===== src/verilog/spi_port_consts.svh =====
// Purpose: Constants for the SPI-mode serial port.
// Assumes: 25 MHz reference clock.
// Notes:   Timing counts are in reference clock cycles.
`ifndef SPI_PORT_CONSTS_SVH
`define SPI_PORT_CONSTS_SVH

// ----------------------------------------
// Word and FIFO geometry
// ----------------------------------------
`define SPI_WORD_BITS      8
`define SPI_FIFO_DEPTH     4
`define SPI_FIFO_AW        2

// ----------------------------------------
// Baud generator and dummy transmit word
// ----------------------------------------
`define SPI_PRESCALE_W     5
`define SPI_DIVIDER_W      3
`define SPI_PRESCALE_INIT  5'h00
`define SPI_DIVIDER_INIT   3'h7
`define SPI_TX_DUMMY       8'hFF

`endif


===== src/verilog/spi_port_pkg.sv =====
// Purpose: Types for the SPI-mode serial port.
// Assumes: Used with spi_port_consts.svh.
// Notes:   States only; numbers live in the header.
package spi_port_pkg;

   // ----------------------------------------
   // Shifter states
   // ----------------------------------------
   typedef enum logic [1:0] {
      ST_IDLE  = 2'b00,
      ST_LEAD  = 2'b01,
      ST_SHIFT = 2'b10,
      ST_GAP   = 2'b11
   } shift_state_t;

endpackage : spi_port_pkg


===== src/verilog/spi_fifo.sv =====
// Purpose: Small synchronous FIFO with valid/ready on both sides.
// Assumes: Single clock, flush clears pointers.
// Notes:   Read data comes from a register.
`timescale 1ns/100ps
module spi_fifo #(
   parameter int WIDTH = 8,
   parameter int DEPTH = 4,
   parameter int AW    = 2
) (
   // Clock and reset
   input  wire logic             ref_clk_i,
   input  wire logic             reset_n_i,
   input  wire logic             flush_i,
   // Fill side
   input  wire logic             in_valid_i,
   output logic                  in_ready_o,
   input  wire logic [WIDTH-1:0] in_data_i,
   // Drain side
   output logic                  out_valid_o,
   input  wire logic             out_ready_i,
   output logic      [WIDTH-1:0] out_data_o,
   // Status
   output logic      [AW:0]      level_o
);

   logic [WIDTH-1:0] mem_ff [DEPTH];
   logic [AW-1:0]    wr_ff, nxt_wr, rd_ff, nxt_rd;
   logic [AW:0]      cnt_ff, nxt_cnt;
   logic [WIDTH-1:0] dout_ff, nxt_dout;
   logic             push, pop;

   // ----------------------------------------
   // Handshake
   // ----------------------------------------
   assign in_ready_o  = (cnt_ff != AW'(0) + (AW+1)'(DEPTH)) ? 1'b1 : 1'b0;
   assign out_valid_o = (cnt_ff != '0);
   assign push        = in_valid_i & in_ready_o;
   assign pop         = out_valid_o & out_ready_i;
   assign out_data_o  = dout_ff;
   assign level_o     = cnt_ff;

   // Next pointers and head data
   always_comb begin
      nxt_wr   = wr_ff;
      nxt_rd   = rd_ff;
      nxt_cnt  = cnt_ff;
      nxt_dout = mem_ff[rd_ff];
      if (flush_i) begin
         nxt_wr  = '0;
         nxt_rd  = '0;
         nxt_cnt = '0;
      end else begin
         if (push) nxt_wr = wr_ff + 1'b1;
         if (pop) nxt_rd = rd_ff + 1'b1;
         if (push && !pop) nxt_cnt = cnt_ff + 1'b1;
         if (pop && !push) nxt_cnt = cnt_ff - 1'b1;
         if (push && (cnt_ff == '0 || (pop && cnt_ff == (AW+1)'(1))))
            nxt_dout = in_data_i;
         else
            nxt_dout = mem_ff[nxt_rd];
      end
   end

   // Pointer registers
   always_ff @(posedge ref_clk_i or negedge reset_n_i) begin
      if (!reset_n_i) begin
         wr_ff   <= '0;
         rd_ff   <= '0;
         cnt_ff  <= '0;
         dout_ff <= '0;
      end else begin
         wr_ff   <= nxt_wr;
         rd_ff   <= nxt_rd;
         cnt_ff  <= nxt_cnt;
         dout_ff <= nxt_dout;
      end
   end

   // Storage, no reset needed
   always_ff @(posedge ref_clk_i) begin
      if (push && !flush_i) mem_ff[wr_ff] <= in_data_i;
   end

endmodule : spi_fifo


===== src/verilog/spi_port_master.sv =====
// Purpose: SPI-mode fixed master of a FIFO-buffered serial port.
// Assumes: Inputs synchronous to ref_clk_i; one clock domain.
// Notes:   Control bits are plain ports; no register bus.
// Function
// - Words are fixed at 8 bits, data in upper byte of data registers.
// - Master exchanges 8-bit words one at a time; slave select frames each word.
// - Only transmit and receive DMA requests exist, each gated by its enable.
// - Receive-only DMA mode sends dummy data and fills receive FIFO.
// - Receive continues while enabled; full FIFO sets overflow, drops words.
// - CPU transmit mode shifts FIFO out, ignores MISO, ends when empty.
// - DMA transmit mode sends DMA-loaded words, ignores MISO, ends when empty.
// - Receive-only: MOSI is 1, or released when idle-output bit set.
// - Four formats by clock phase and clock polarity.
// - Generator enable starts baud generator; clock pin idles until transfer.
// - Frame sync enable initialises frame state and slave select.
// - Transmit modes start only after transmit data is written.
// - DMA receive starts as soon as receive enable is set.
// - Full duplex sends and receives together, framed by slave select.
// - Transmit FIFO empty means all queued words fully exchanged.
// - Unit resets clear data register, pointers, flags and enable bit; receive unit reset does not clear rx_data_reg_o.
// - Interrupt rises when any source and its enable are both 1.
// - Full transmit FIFO ignores writes; empty receive read is undefined.
`timescale 1ns/100ps
`include "spi_port_consts.svh"
module spi_port_master #(
   parameter int DEPTH = `SPI_FIFO_DEPTH
) (
   // Clock and reset
   input  wire logic        ref_clk_i,
   input  wire logic        reset_n_i,
   // Control bits
   input  wire logic        clock_gen_enable_i,
   input  wire logic        frame_sync_enable_i,
   input  wire logic        tx_enable_bit_set_i,
   input  wire logic        tx_enable_bit_clr_i,
   input  wire logic        rx_enable_bit_set_i,
   input  wire logic        rx_enable_bit_clr_i,
   input  wire logic        tx_unit_reset_i,
   input  wire logic        rx_unit_reset_i,
   input  wire logic        tx_dma_enable_i,
   input  wire logic        rx_dma_enable_i,
   input  wire logic        idle_output_hiz_i,
   input  wire logic        cpol_i,
   input  wire logic        cpha_i,
   input  wire logic [4:0]  prescale_field_i,
   input  wire logic [2:0]  divider_field_i,
   input  wire logic [4:0]  irq_enable_reg_i,
   // Data registers
   input  wire logic        tx_data_wr_i,
   input  wire logic [15:0] tx_data_reg_i,
   input  wire logic        rx_data_rd_i,
   output logic      [15:0] rx_data_reg_o,
   // Status
   output logic             tx_enable_bit_o,
   output logic             rx_enable_bit_o,
   output logic             tx_transfer_request_o,
   output logic             tx_fifo_empty_flag_o,
   output logic             rx_transfer_request_o,
   output logic             rx_fifo_full_flag_o,
   output logic             rx_fifo_overflow_flag_o,
   output logic             irq_o,
   output logic             tx_dma_request_o,
   output logic             rx_dma_request_o,
   // SPI pins
   output logic             sck_o,
   output logic             mosi_o,
   output logic             mosi_oe_o,
   input  wire logic        miso_i,
   output logic             slave_select_0_n_o
);

   localparam int W  = `SPI_WORD_BITS;
   localparam int AW = $clog2(DEPTH);

   logic                      txe_ff, nxt_txe, rxe_ff, nxt_rxe, ovf_ff, nxt_ovf;
   logic [7:0]                txd_ff, nxt_txd;
   logic                      tf_in_rdy, tf_out_val, tf_pop;
   logic [W-1:0]              tf_out;
   logic                      rf_in_rdy, rf_out_val, rf_push;
   logic [W-1:0]              rf_out;
   logic [AW:0]               tf_lvl;
   logic                      rx_only;
   logic [7:0]                baud_ff, nxt_baud, limit;
   logic                      tick;
   spi_port_pkg::shift_state_t st_ff, nxt_st;
   logic [3:0]                edge_ff, nxt_edge;
   logic [7:0]                sh_ff, nxt_sh, rsh_ff, nxt_rsh;
   logic                      sck_ff, nxt_sck, ss_ff, nxt_ss, busy_ff, nxt_busy;
   logic                      is_rx_ff, nxt_is_rx;

   // Baud divide: (prescale+1) * 2^(7-divider), capped at 8 bits
   function automatic logic [7:0] baud_limit(input logic [4:0] p, input logic [2:0] d);
      logic [12:0] v;
      v = 13'((p + 6'h01)) << (3'h7 - d);
      baud_limit = (v > 13'h00FF) ? 8'hFF : 8'(v - 13'h0001);
   endfunction : baud_limit

   // ----------------------------------------
   // FIFOs
   // ----------------------------------------
   spi_fifo #(.WIDTH(W), .DEPTH(DEPTH), .AW(AW)) u_tx_fifo (
      .ref_clk_i  (ref_clk_i),
      .reset_n_i  (reset_n_i),
      .flush_i    (tx_unit_reset_i),
      .in_valid_i (tx_data_wr_i),
      .in_ready_o (tf_in_rdy),
      .in_data_i  (tx_data_reg_i[15:8]),
      .out_valid_o(tf_out_val),
      .out_ready_i(tf_pop),
      .out_data_o (tf_out),
      .level_o    (tf_lvl)
   );

   spi_fifo #(.WIDTH(W), .DEPTH(DEPTH), .AW(AW)) u_rx_fifo (
      .ref_clk_i  (ref_clk_i),
      .reset_n_i  (reset_n_i),
      .flush_i    (rx_unit_reset_i),
      .in_valid_i (rf_push),
      .in_ready_o (rf_in_rdy),
      .in_data_i  (rsh_ff),
      .out_valid_o(rf_out_val),
      .out_ready_i(rx_data_rd_i),
      .out_data_o (rf_out),
      .level_o    ()
   );

   // ----------------------------------------
   // Enables, last written word, overflow
   // ----------------------------------------
   assign rx_only = rxe_ff & ~txe_ff;

   // Next enable and flag values
   always_comb begin
      nxt_txe = txe_ff;
      nxt_rxe = rxe_ff;
      nxt_txd = txd_ff;
      nxt_ovf = ovf_ff;
      if (tx_enable_bit_set_i) nxt_txe = 1'b1;
      if (tx_enable_bit_clr_i) nxt_txe = 1'b0;
      if (rx_enable_bit_set_i) nxt_rxe = 1'b1;
      if (rx_enable_bit_clr_i) nxt_rxe = 1'b0;
      if (tx_data_wr_i && tf_in_rdy) nxt_txd = tx_data_reg_i[15:8];
      if (rf_push && !rf_in_rdy) nxt_ovf = 1'b1;
      if (tx_unit_reset_i) begin
         nxt_txe = 1'b0;
         nxt_txd = '0;
      end
      if (rx_unit_reset_i) begin
         nxt_rxe = 1'b0;
         nxt_ovf = 1'b0;
      end
   end

   // Enable and flag registers
   always_ff @(posedge ref_clk_i or negedge reset_n_i) begin
      if (!reset_n_i) begin
         txe_ff <= 1'b0;
         rxe_ff <= 1'b0;
         txd_ff <= '0;
         ovf_ff <= 1'b0;
      end else begin
         txe_ff <= nxt_txe;
         rxe_ff <= nxt_rxe;
         txd_ff <= nxt_txd;
         ovf_ff <= nxt_ovf;
      end
   end

   // ----------------------------------------
   // Baud generator
   // ----------------------------------------
   assign limit = baud_limit(prescale_field_i, divider_field_i);
   assign tick  = clock_gen_enable_i && (baud_ff >= limit);  // Recovers when limit shrinks

   // Runs only with generator enable
   always_comb begin
      nxt_baud = baud_ff;
      if (!clock_gen_enable_i || tick) nxt_baud = '0;
      else nxt_baud = baud_ff + 8'h01;
   end

   always_ff @(posedge ref_clk_i or negedge reset_n_i) begin
      if (!reset_n_i) baud_ff <= '0;
      else baud_ff <= nxt_baud;
   end

   // ----------------------------------------
   // Shifter
   // ----------------------------------------
   assign tf_pop  = (st_ff == spi_port_pkg::ST_IDLE) && tick && frame_sync_enable_i
                    && txe_ff && tf_out_val;
   // Word is whole only at the gap tick, after the last sample in either phase
   assign rf_push = (st_ff == spi_port_pkg::ST_GAP) && tick && is_rx_ff
                    && !rx_unit_reset_i;

   // Next shifter state
   always_comb begin
      nxt_st    = st_ff;
      nxt_edge  = edge_ff;
      nxt_sh    = sh_ff;
      nxt_rsh   = rsh_ff;
      nxt_sck   = sck_ff;
      nxt_ss    = ss_ff;
      nxt_busy  = busy_ff;
      nxt_is_rx = is_rx_ff;
      unique case (st_ff)
         spi_port_pkg::ST_IDLE: begin
            nxt_sck  = cpol_i;
            nxt_busy = 1'b0;
            if (tick && frame_sync_enable_i) begin
               if (txe_ff && tf_out_val) begin
                  nxt_sh    = tf_out;
                  nxt_is_rx = rxe_ff;
                  nxt_st    = spi_port_pkg::ST_LEAD;
                  nxt_busy  = 1'b1;
               end else if (rx_only && rx_dma_enable_i) begin
                  nxt_sh    = `SPI_TX_DUMMY;
                  nxt_is_rx = 1'b1;
                  nxt_st    = spi_port_pkg::ST_LEAD;
                  nxt_busy  = 1'b1;
               end
            end
         end
         spi_port_pkg::ST_LEAD: if (tick) begin
            nxt_ss   = 1'b1;
            nxt_edge = '0;
            nxt_st   = spi_port_pkg::ST_SHIFT;
         end
         spi_port_pkg::ST_SHIFT: if (tick) begin
            nxt_sck  = ~sck_ff;
            nxt_edge = edge_ff + 4'h1;
            // Sample edge is odd for phase 1, even for phase 0
            if (edge_ff[0] == cpha_i)
               nxt_rsh = {rsh_ff[6:0], miso_i};
            else if (edge_ff != 4'h0)                  // First bit already out
               nxt_sh = {sh_ff[6:0], 1'b0};
            if (edge_ff == 4'hF) nxt_st = spi_port_pkg::ST_GAP;
         end
         spi_port_pkg::ST_GAP: if (tick) begin
            nxt_ss = 1'b0;
            nxt_st = spi_port_pkg::ST_IDLE;
         end
         // All four state codes are legal, so no default
      endcase
      if (!frame_sync_enable_i || tx_unit_reset_i || rx_unit_reset_i) begin
         nxt_st   = spi_port_pkg::ST_IDLE;
         nxt_ss   = 1'b0;
         nxt_sck  = cpol_i;
         nxt_busy = 1'b0;
      end
   end

   always_ff @(posedge ref_clk_i or negedge reset_n_i) begin
      if (!reset_n_i) begin
         st_ff    <= spi_port_pkg::ST_IDLE;
         edge_ff  <= '0;
         sh_ff    <= '0;
         rsh_ff   <= '0;
         sck_ff   <= 1'b0;
         ss_ff    <= 1'b0;
         busy_ff  <= 1'b0;
         is_rx_ff <= 1'b0;
      end else begin
         st_ff    <= nxt_st;
         edge_ff  <= nxt_edge;
         sh_ff    <= nxt_sh;
         rsh_ff   <= nxt_rsh;
         sck_ff   <= nxt_sck;
         ss_ff    <= nxt_ss;
         busy_ff  <= nxt_busy;
         is_rx_ff <= nxt_is_rx;
      end
   end

   // ----------------------------------------
   // Outputs
   // ----------------------------------------
   // Pins; MOSI idles high or released when transmit is off
   assign sck_o              = ss_ff ? sck_ff : cpol_i;
   assign slave_select_0_n_o = ~ss_ff;
   assign mosi_o             = ss_ff && txe_ff ? sh_ff[7] : 1'b1;
   assign mosi_oe_o          = ~(rx_only && idle_output_hiz_i);
   assign rx_data_reg_o      = {rf_out, 8'h00};

   // Status; empty only once shifter is done too
   assign tx_enable_bit_o         = txe_ff;
   assign rx_enable_bit_o         = rxe_ff;
   assign tx_fifo_empty_flag_o    = (tf_lvl == '0) && !busy_ff;
   assign tx_transfer_request_o   = txe_ff && tf_in_rdy;
   assign rx_transfer_request_o   = rxe_ff && rf_out_val;
   assign rx_fifo_full_flag_o     = !rf_in_rdy;
   assign rx_fifo_overflow_flag_o = ovf_ff;
   assign irq_o = |({tx_transfer_request_o, tx_fifo_empty_flag_o, rx_transfer_request_o,
                     rx_fifo_full_flag_o, ovf_ff} & irq_enable_reg_i);
   assign tx_dma_request_o = tx_transfer_request_o && tx_dma_enable_i;
   assign rx_dma_request_o = rx_transfer_request_o && rx_dma_enable_i;

endmodule : spi_port_master


===== config.mk =====
export PLATFORM = sky130hd
export DESIGN_NAME = spi_port_master
export DESIGN_NICKNAME = d
export VERILOG_FILES = /design/src/verilog/spi_port_pkg.sv /design/src/verilog/spi_fifo.sv /design/src/verilog/spi_port_master.sv
export VERILOG_INCLUDE_DIRS = /design/src /design/src/verilog
export SDC_FILE = /design/constraint.sdc
export NUM_CORES = 1
export LEC_CHECK = 0
export ABC_CLOCK_PERIOD_IN_PS = 2550
export BUFFER_PORTS_ARGS = -buffer_cell sky130_fd_sc_hd__buf_4
export CORE_MARGIN = 2
export CORE_UTILIZATION = 54
export CTS_CLUSTER_SIZE = 10
export DETAILED_ROUTE_END_ITERATION = 8
export GPL_TIMING_DRIVEN = 0
export PLACE_DENSITY = 0.84
export SLEW_MARGIN = 20
export SYNTH_ARGS = -nofsm -noshare
export SYNTH_HDL_FRONTEND = slang
export SYNTH_SLANG_ARGS = --single-unit

===== constraint.sdc =====
create_clock -name ref_clk_i -period 2.55 [get_ports ref_clk_i]
set_input_delay 0 -clock ref_clk_i [delete_from_list [all_inputs] [get_ports ref_clk_i]]
set_output_delay 0 -clock ref_clk_i [all_outputs]
set_load 0.05 [all_outputs]

Word level (Yosys, flattened, before mapping) --
Memory sizes are Yosys's and may differ from the RTL's. Index checks and enable logic that the tools add are counted. Widths: inputs -> output; s select.
Cells by class: $add $sub $neg 13, order comparisons 2, eq/ne operators 21, shift operators 1, multiplexer cells 71, bitwise logic cells 10, reduce and logical (&&, ||, !) cells 71
Operator list (number):
- $mux 8 | 12
- $mux 2 | 18
- $logic_and 1x1->1 | 29
- $mux 1 | 28
- $reduce_bool 3->1 | 8
- $mux 3 | 6
- $pmux 8 s2 | 1
- $ne 3x3->1 const B | 5
- $reduce_bool 2->1 | 7
- $gt 13x8->1 const B | 1
- $shl 6x3->13 | 1
- $reduce_and 3->1 | 4
- $reduce_and 6->1 | 2
- $logic_not 1->1 | 10
- $add 2x1->2 const B | 4
- $add 8x1->8 const B | 1
- $ge 8x8->1 | 1
- $mux 4 | 2
- $ne 2x2->1 const B | 4
- $pmux 2 s4 | 1
- $pmux 4 s2 | 1
- $sub 8x1->8 const B | 1
- $add 3x1->3 const B | 2
- $add 5x1->6 const B | 1
- other kinds (22) | 39
Storage, ports and cells: register bits 67, RAM bits 64, bits of input ports 47, memories kept 2
Memory list:
- u_rx_fifo.mem_ff | depth 4, bits a word 8, read ports 2, clocked after Yosys merged registers in 0, write ports 1, RTL line spi_fifo.sv:26 | logic [WIDTH-1:0] mem_ff [DEPTH];
- u_tx_fifo.mem_ff | depth 4, bits a word 8, read ports 2, clocked after Yosys merged registers in 0, write ports 1, RTL line spi_fifo.sv:26

Depth between registers and ports, before layout --
word-level depth 16, mapped depth 19

Cells and area by module --
A second synthesis with hierarchy kept.
Unflattened totals: cells, all modules 766, area total of the unflattened synthesis 8116.5 um^2
By module, submodules not included:
- spi_port_master | times used 1, cells an instance 306, area an instance 2756.4 um^2, seq. area each 925.9 um^2
- spi_fifo at u_rx_fifo | times used 1, cells an instance 231, area an instance 2703.8 um^2, seq. area each 1336.3 um^2
- spi_fifo at u_tx_fifo | times used 1, cells an instance 229, area an instance 2656.3 um^2, seq. area each 1336.3 um^2

Worst setup path before layout --
OpenSTA, ideal clock, no wires.
kind input -> register, start input prescale_field_i[0], end memory u_rx_fifo.mem_ff[0][0] (enable), setup time 0.332 ns, arrival 3.156 ns, path slack -0.938 ns, stages on the path 16, path through ha_1 > clkbuf_1 > xor2_1 > mux2i_1 > a211oi_1 > a311oi_1 > nand4_1 > xnor2_1 > nor2_1 > ha_1 > nand2_1 > a211o_1 > o21bai_4 > nand4b_1 > nor2_1 > and2_1
Between the ends: longest elaborated chain between the ends 13, elaborated cells between the ends (all ways) 14, classes of those cells add/sub (2); order compare (2); shift (1); mux (3); bitwise (1); reduce/logical (5)
RTL lines:
- start: declaration | RTL line spi_port_master.sv:45 | input wire logic [4:0] prescale_field_i,
- $add 5x1->6 (*) | RTL line spi_port_master.sv:94 | v = 13'((p + 6'h01)) << (3'h7 - d);
- $shl 6x3->13 (*) | RTL line spi_port_master.sv:94
- $gt 13x8->1 or $sub 8x1->8 (tied branches) | RTL line spi_port_master.sv:95 | baud_limit = (v > 13'h00FF) ? 8'hFF : 8'(v - 13'h0001);
- $mux 8 (*) | RTL line spi_port_master.sv:95
- $ge 8x8->1 (*) | RTL line spi_port_master.sv:173 | assign tick = clock_gen_enable_i && (baud_ff >= limit);
- $logic_and 1x1->1 (*) | RTL line spi_port_master.sv:173
- $logic_and 1x1->1 (*) (2 in series) | RTL line spi_port_master.sv:193 | assign rf_push = (st_ff == spi_port_pkg::ST_GAP) && tick && is_rx_ff
- $logic_and 1x1->1 (*) | RTL line spi_port_master.sv:194 | && !rx_unit_reset_i;
- $and 1x1->1 (*) | RTL line spi_fifo.sv:37 | assign push = in_valid_i & in_ready_o;
- $logic_and 1x1->1 (*) | RTL line spi_fifo.sv:81 | if (push && !flush_i) mem_ff[wr_ff] <= in_data_i;
- $mux 1 (*) | RTL line spi_fifo.sv:81
- $mux 1 (implied by the code) (*) | RTL line spi_fifo.sv:81
- end: declaration | RTL line spi_fifo.sv:26
Mark *: on every way between the ends. The rest lies on a longest branch, timed or not.

Worst setup path in the final report --
start input prescale_field_i[0], end register u_tx_fifo.dout_ff[5] (netlist: u_tx_fifo.out_data_o[5])
Between the ends: longest elaborated chain between the ends 16, elaborated cells between the ends (all ways) 20, classes of those cells add/sub (2); order compare (2); shift (1); mux (5); bitwise (1); reduce/logical (8); memory (1)
RTL lines:
- $add 5x1->6 (*) | RTL line spi_port_master.sv:94
- $shl 6x3->13 (*) | RTL line spi_port_master.sv:94
- $gt 13x8->1 or $sub 8x1->8 (tied branches) | RTL line spi_port_master.sv:95
- $mux 8 (*) | RTL line spi_port_master.sv:95
- $ge 8x8->1 (*) | RTL line spi_port_master.sv:173
- $logic_and 1x1->1 (*) | RTL line spi_port_master.sv:173
- $logic_and 1x1->1 (*) (2 in series) | RTL line spi_port_master.sv:190 | assign tf_pop = (st_ff == spi_port_pkg::ST_IDLE) && tick && frame_sync_enable_i
- $logic_and 1x1->1 (*) (2 in series) | RTL line spi_port_master.sv:191 | && txe_ff && tf_out_val;
- $and 1x1->1 (*) | RTL line spi_fifo.sv:38 | assign pop = out_valid_o & out_ready_i;
- $mux 2 or $logic_and 1x1->1 (tied branches) | RTL line spi_fifo.sv:54, spi_fifo.sv:57
- $mux 2 or $logic_or 1x1->1 (tied branches) | RTL line spi_fifo.sv:48, spi_fifo.sv:57
- $mem_v2 4x8 or $logic_and 1x1->1 (tied branches)
- $mux 8 (*) | RTL line spi_fifo.sv:57 | if (push && (cnt_ff == '0 || (pop && cnt_ff == (AW+1)'(1))))
- $mux 8 (*) | RTL line spi_fifo.sv:48 | if (flush_i) begin
- via u_tx_fifo.nxt_dout[5] | RTL line spi_fifo.sv:29 | logic [WIDTH-1:0] dout_ff, nxt_dout;
- end signal: assignment | RTL line spi_fifo.sv:75 | dout_ff <= nxt_dout;
- end: declaration | RTL line spi_fifo.sv:29
Mark *: on every way through the listed nets, which the timed path passes. The rest lies on a longest branch. The select of a mux whose other input is x is not followed. A chain may end at the register's enable or synchronous reset.

==> metrics.md <==
| Metric | Value |
|---|---|
| Max stage delay on crit path | ~380 ps |
| Reg-to-reg setup timing slack | -300 ps |
| I/O Pins | a little under 80 |
| Cell Area, Synth | ~7500 µm² |
| Most common cell in the synthesized netlist | dfrtp_1 |
| Reg2Reg Depth | 7 |
| Gr ovfl total | 0 |
| Largest net degree at the start of global routing | 68 |
| Least-Margin Pin Slew | 1020 ps |
| RR Startpoint | u_rx_fifo.level_o[1] |
| Final worst hold slack | approximately 85 ps |
| Fmax | 309 MHz |
| Post-synth top area share | 0.256 |
| Unique masters post-synth | just over 70 |
| Endpoint, Worst Hold | u_rx_fifo.out_data_o[4] |
| Area added between synthesis and finish | 32.2% |
| Clk sinks | between 100 and 150 |
| Period minus WS final | about 3200 ps |
| Post-Place Cells | 904 |
| Yosys top cell by area | edfxtp_1 |
| Hold Path Origin | rx_unit_reset_i |
| Commonest cells in the netlist | 67 x dfrtp_1, 64 x edfxtp_1, 50 x nor2_1, 46 x nand2_1, 37 x nand3_1 |
| Cell Chain, Critical Path | buf_12, ha_4, xor2_4, mux2i_4, a211oi_2, a311oi_2, nand4_1, xnor2_1, nor2_1, ha_1, buf_4, a21oi_2, o21ai_2, o21bai_4, buf_12, nand2_8, buf_8, o21ai_4, a22o_1, or3_4 |
| GP Congestion | ~0.9 |
| Synth async-reset ratio | 0.511 |
| H-tree levels | 4 |
| Final #Nets | approximately 880 |
| Setup_tns | -50950 ps |
| DP HPWL | between 10000 and 15000 µm |
| Crit path kind | in2reg |
| Final Max Slew Viols | 0 |
| Antenna violations before repair | 0 |
| Critical Path Stages | 20 |
| Worst VDD drop | slightly above 0.6 mV |
| Via density per instance | between 6 and 7 |
| Vert. Die Dim | between 100 and 150 µm |
| EDFF count, synth | 64 |
| RSZ-0062 raised after global routing | true |
| Clk buf depth | 2 |
| Yosys reg bits | roughly 130 |
| Gate Count Post-Synth | 663 |
| Core box area | ~14000 µm² |
| Non-filler instance count after layout | between 900 and 1000 |
| Setup crit start | prescale_field_i[0] |
| Worst setup EP type | flip-flop |
| Leak | just over 4 nW |
| CTS tree | done |
| Remaining DRCs | 0 |
| Max FO, Critical Path | 8 |
| Worst Path Buf+Inv | 4 |
| Overall Global Routing Usage | 0.274 |
| Die Wd | between 100 and 150 µm |
| ANT cells | 0 |
| Startpoint Class | primary input |
| WL/cell | roughly 20 µm |
| CTS Buf Count | 17 |
| Initial core utilization | 0.547 |
| Layout cells sized above 1 | 0.350 |
| Worst-Skew Late Latency | roughly 420 ps |
| Number of fill cells | a little over 800 |
| Fin crit share | 1.27 |
| Detailed Routing Iterations Pass 1 | 5 |
| Slack of the critical path | -690 ps |
| Most used cell, CP | buf_12 |
| Critical path required time | between 2000 and 3000 ps |
| Sequential fraction of the synthesis area | 0.479 |
| ANT nets after route | 0 |
| Final cell utilization of the core | 0.724 |
| CTS root buffer | clkbuf_16 |
| Skew final | 8.76 ps |
| Status | complete, but fails checks |
| Power Dens Cells | 583 nW/µm² |
| Die ar. | 14900 µm² |
| Fin. Hold Viols | 0 |
| Dominant synthesized flop cell | dfrtp_1 |
| Overall Power | 5.78 mW |
| Failing checks | negative setup slack |
| R2r endpoint | u_rx_fifo.out_data_o[2] |
| Design area | between 9000 and 10000 µm² |
| Top post-synthesis cells by area | edfxtp_1 26%, dfrtp_1 22%, ha_1 5.7%, mux4_2 4.8%, mux2_2 3.9% |
| Hold crit path type | in2reg |
| Slowest CP cell | or3_4 |
| Worst Setup Slack post-DPL | -1540 ps |
| Vias in the first global route | around 6300 |
| Number of cell rows | 43 |
| First-pass GRT wire length | 31200 µm |
| First DRT Iteration DRCs | 561 |
| Worst-path clk slew | approximately 60 ps |
| Hold path cells | 3 |
| Final-report setup violation count | between 80 and 90 |
| Final wirelength | 20000 µm |
| Worst Path Arrival | 3530 ps |
| Max-cap violation count | 0 |
| Syn_area_per_cell | ~11 µm² |
| I/O Buffers | 54 |
| Via count | between 6000 and 7000 |
| Post-Place Cell Area | approximately 8300 µm² |
| CP top delay family | compound AO/OA/AOI/OAI gates |
| Slew headroom | 0.318 |
| Ys Warns | 0 |
==> flip-flops by register name, indices dropped and copies added (netlist names) <==
signal / flops
busy_ff: 1
st_ff: 2
rsh_ff: 8
edge_ff: 4
baud_ff: 8
sh_ff: 8
rx_fifo_overflow_flag_o: 1
u_rx_fifo.mem_ff: 32
tx_enable_bit_o: 1
ss_ff: 1
is_rx_ff: 1
u_tx_fifo.level_o: 3
u_rx_fifo.out_data_o: 8
u_rx_fifo.wr_ff: 2
u_tx_fifo.rd_ff: 2
u_tx_fifo.mem_ff: 32
u_rx_fifo.rd_ff: 2
rx_enable_bit_o: 1
u_tx_fifo.wr_ff: 2
u_tx_fifo.out_data_o: 8
sck_ff: 1
u_rx_fifo.level_o: 3
==> worst max path at each step <==
stage / slack, ps / endpoint
2_1_floorplan: -750 / u_rx_fifo.mem_ff[0][0]
3_3_place_gp: -1460 / u_rx_fifo.mem_ff[0][7]
3_5_place_dp: -1540 / u_rx_fifo.mem_ff[1][7]
4_1_cts: -550 / u_tx_fifo.out_data_o[5]
5_1_grt: -830 / u_tx_fifo.out_data_o[5]
6_report: -690 / u_tx_fifo.out_data_o[5]
==> timing repair <==
item	in CTS	in global routing
hold buffers	19	0
endpoints found under the hold margin	115	0
resized for setup	80	45
endpoints found under the setup margin	93	93
cloned	2	0
buffers inserted	35	6
pin swaps	66	31
==> power by group <==
part	internal, mW	total, mW	switching [mW]
registers	2.27	2.33	0.0524
logic	0.433	1.02	0.588
clock network	1.46	2.44	0.971
total	4.17	5.78	1.61
==> layout make-up <==
class,count,area (µm²),area share
Multi-Input combinational cell,469,4130,0.416
Sequential cell,131,3600,0.362
Timing Repair Buffer,114,1010,0.102
Clock buffer,20,478,0.0481
Buffer,44,282,0.0284
Tap cell,180,225,0.0227
Clock inverter,12,115,0.0116
Inverter,24,93.8,0.00945
==> routing by layer <==
layer	wire (µm)	vias up	GRT usage	part of all wire
li1	-	2715	-	-
met1	7670	3004	0.328	0.38
met2	10700	255	0.483	0.53
met3	1120	53	0.0538	0.056
met4	559	0	0.116	0.028
met5	0	-	0	0
==> worst reg2reg max path: cells and delay by family, from the launching register on <==
family | cells | cell delay, ps
xor gates and xnor gates | 1 | 830
muxes | 1 | 430
and+or+nand+nor | 2 | 330
DFF | 1 | 420
AOI/OAI and AO/OA | 1 | 370
adders and majority gates | 1 | 220
buffers and inverters | 1 | 110
==> placed cells by master, fill, tap and decap left out, types with 18 or more instances in the layout <==
master	count
dlygate4sd3_1	19
and2_1	18
nand2_1	40
inv_1	22
edfxtp_1	64
nor2_1	47
nand3_1	34
ha_1	33
clkbuf_16	18
buf_4	89
dfrtp_1	67
==> kinds of logic (layout without fill, tap and decap cells) <==
| group | after synthesis | count (layout) | share of synthesized area |
|---|---|---|---|
| compound gates | 136 | 136 | 0.140 |
| mux | 57 | 57 | 0.107 |
| flops | 131 | 131 | 0.479 |
| other cells | 1 | 8 | 0.000499 |
| fa+ha+maj | 34 | 34 | 0.0567 |
| xor+xnor | 26 | 26 | 0.0328 |
| simple gates | 208 | 208 | 0.141 |
| buf+inv | 70 | 214 | 0.0432 |
Power figures use the tool's default switching activity.
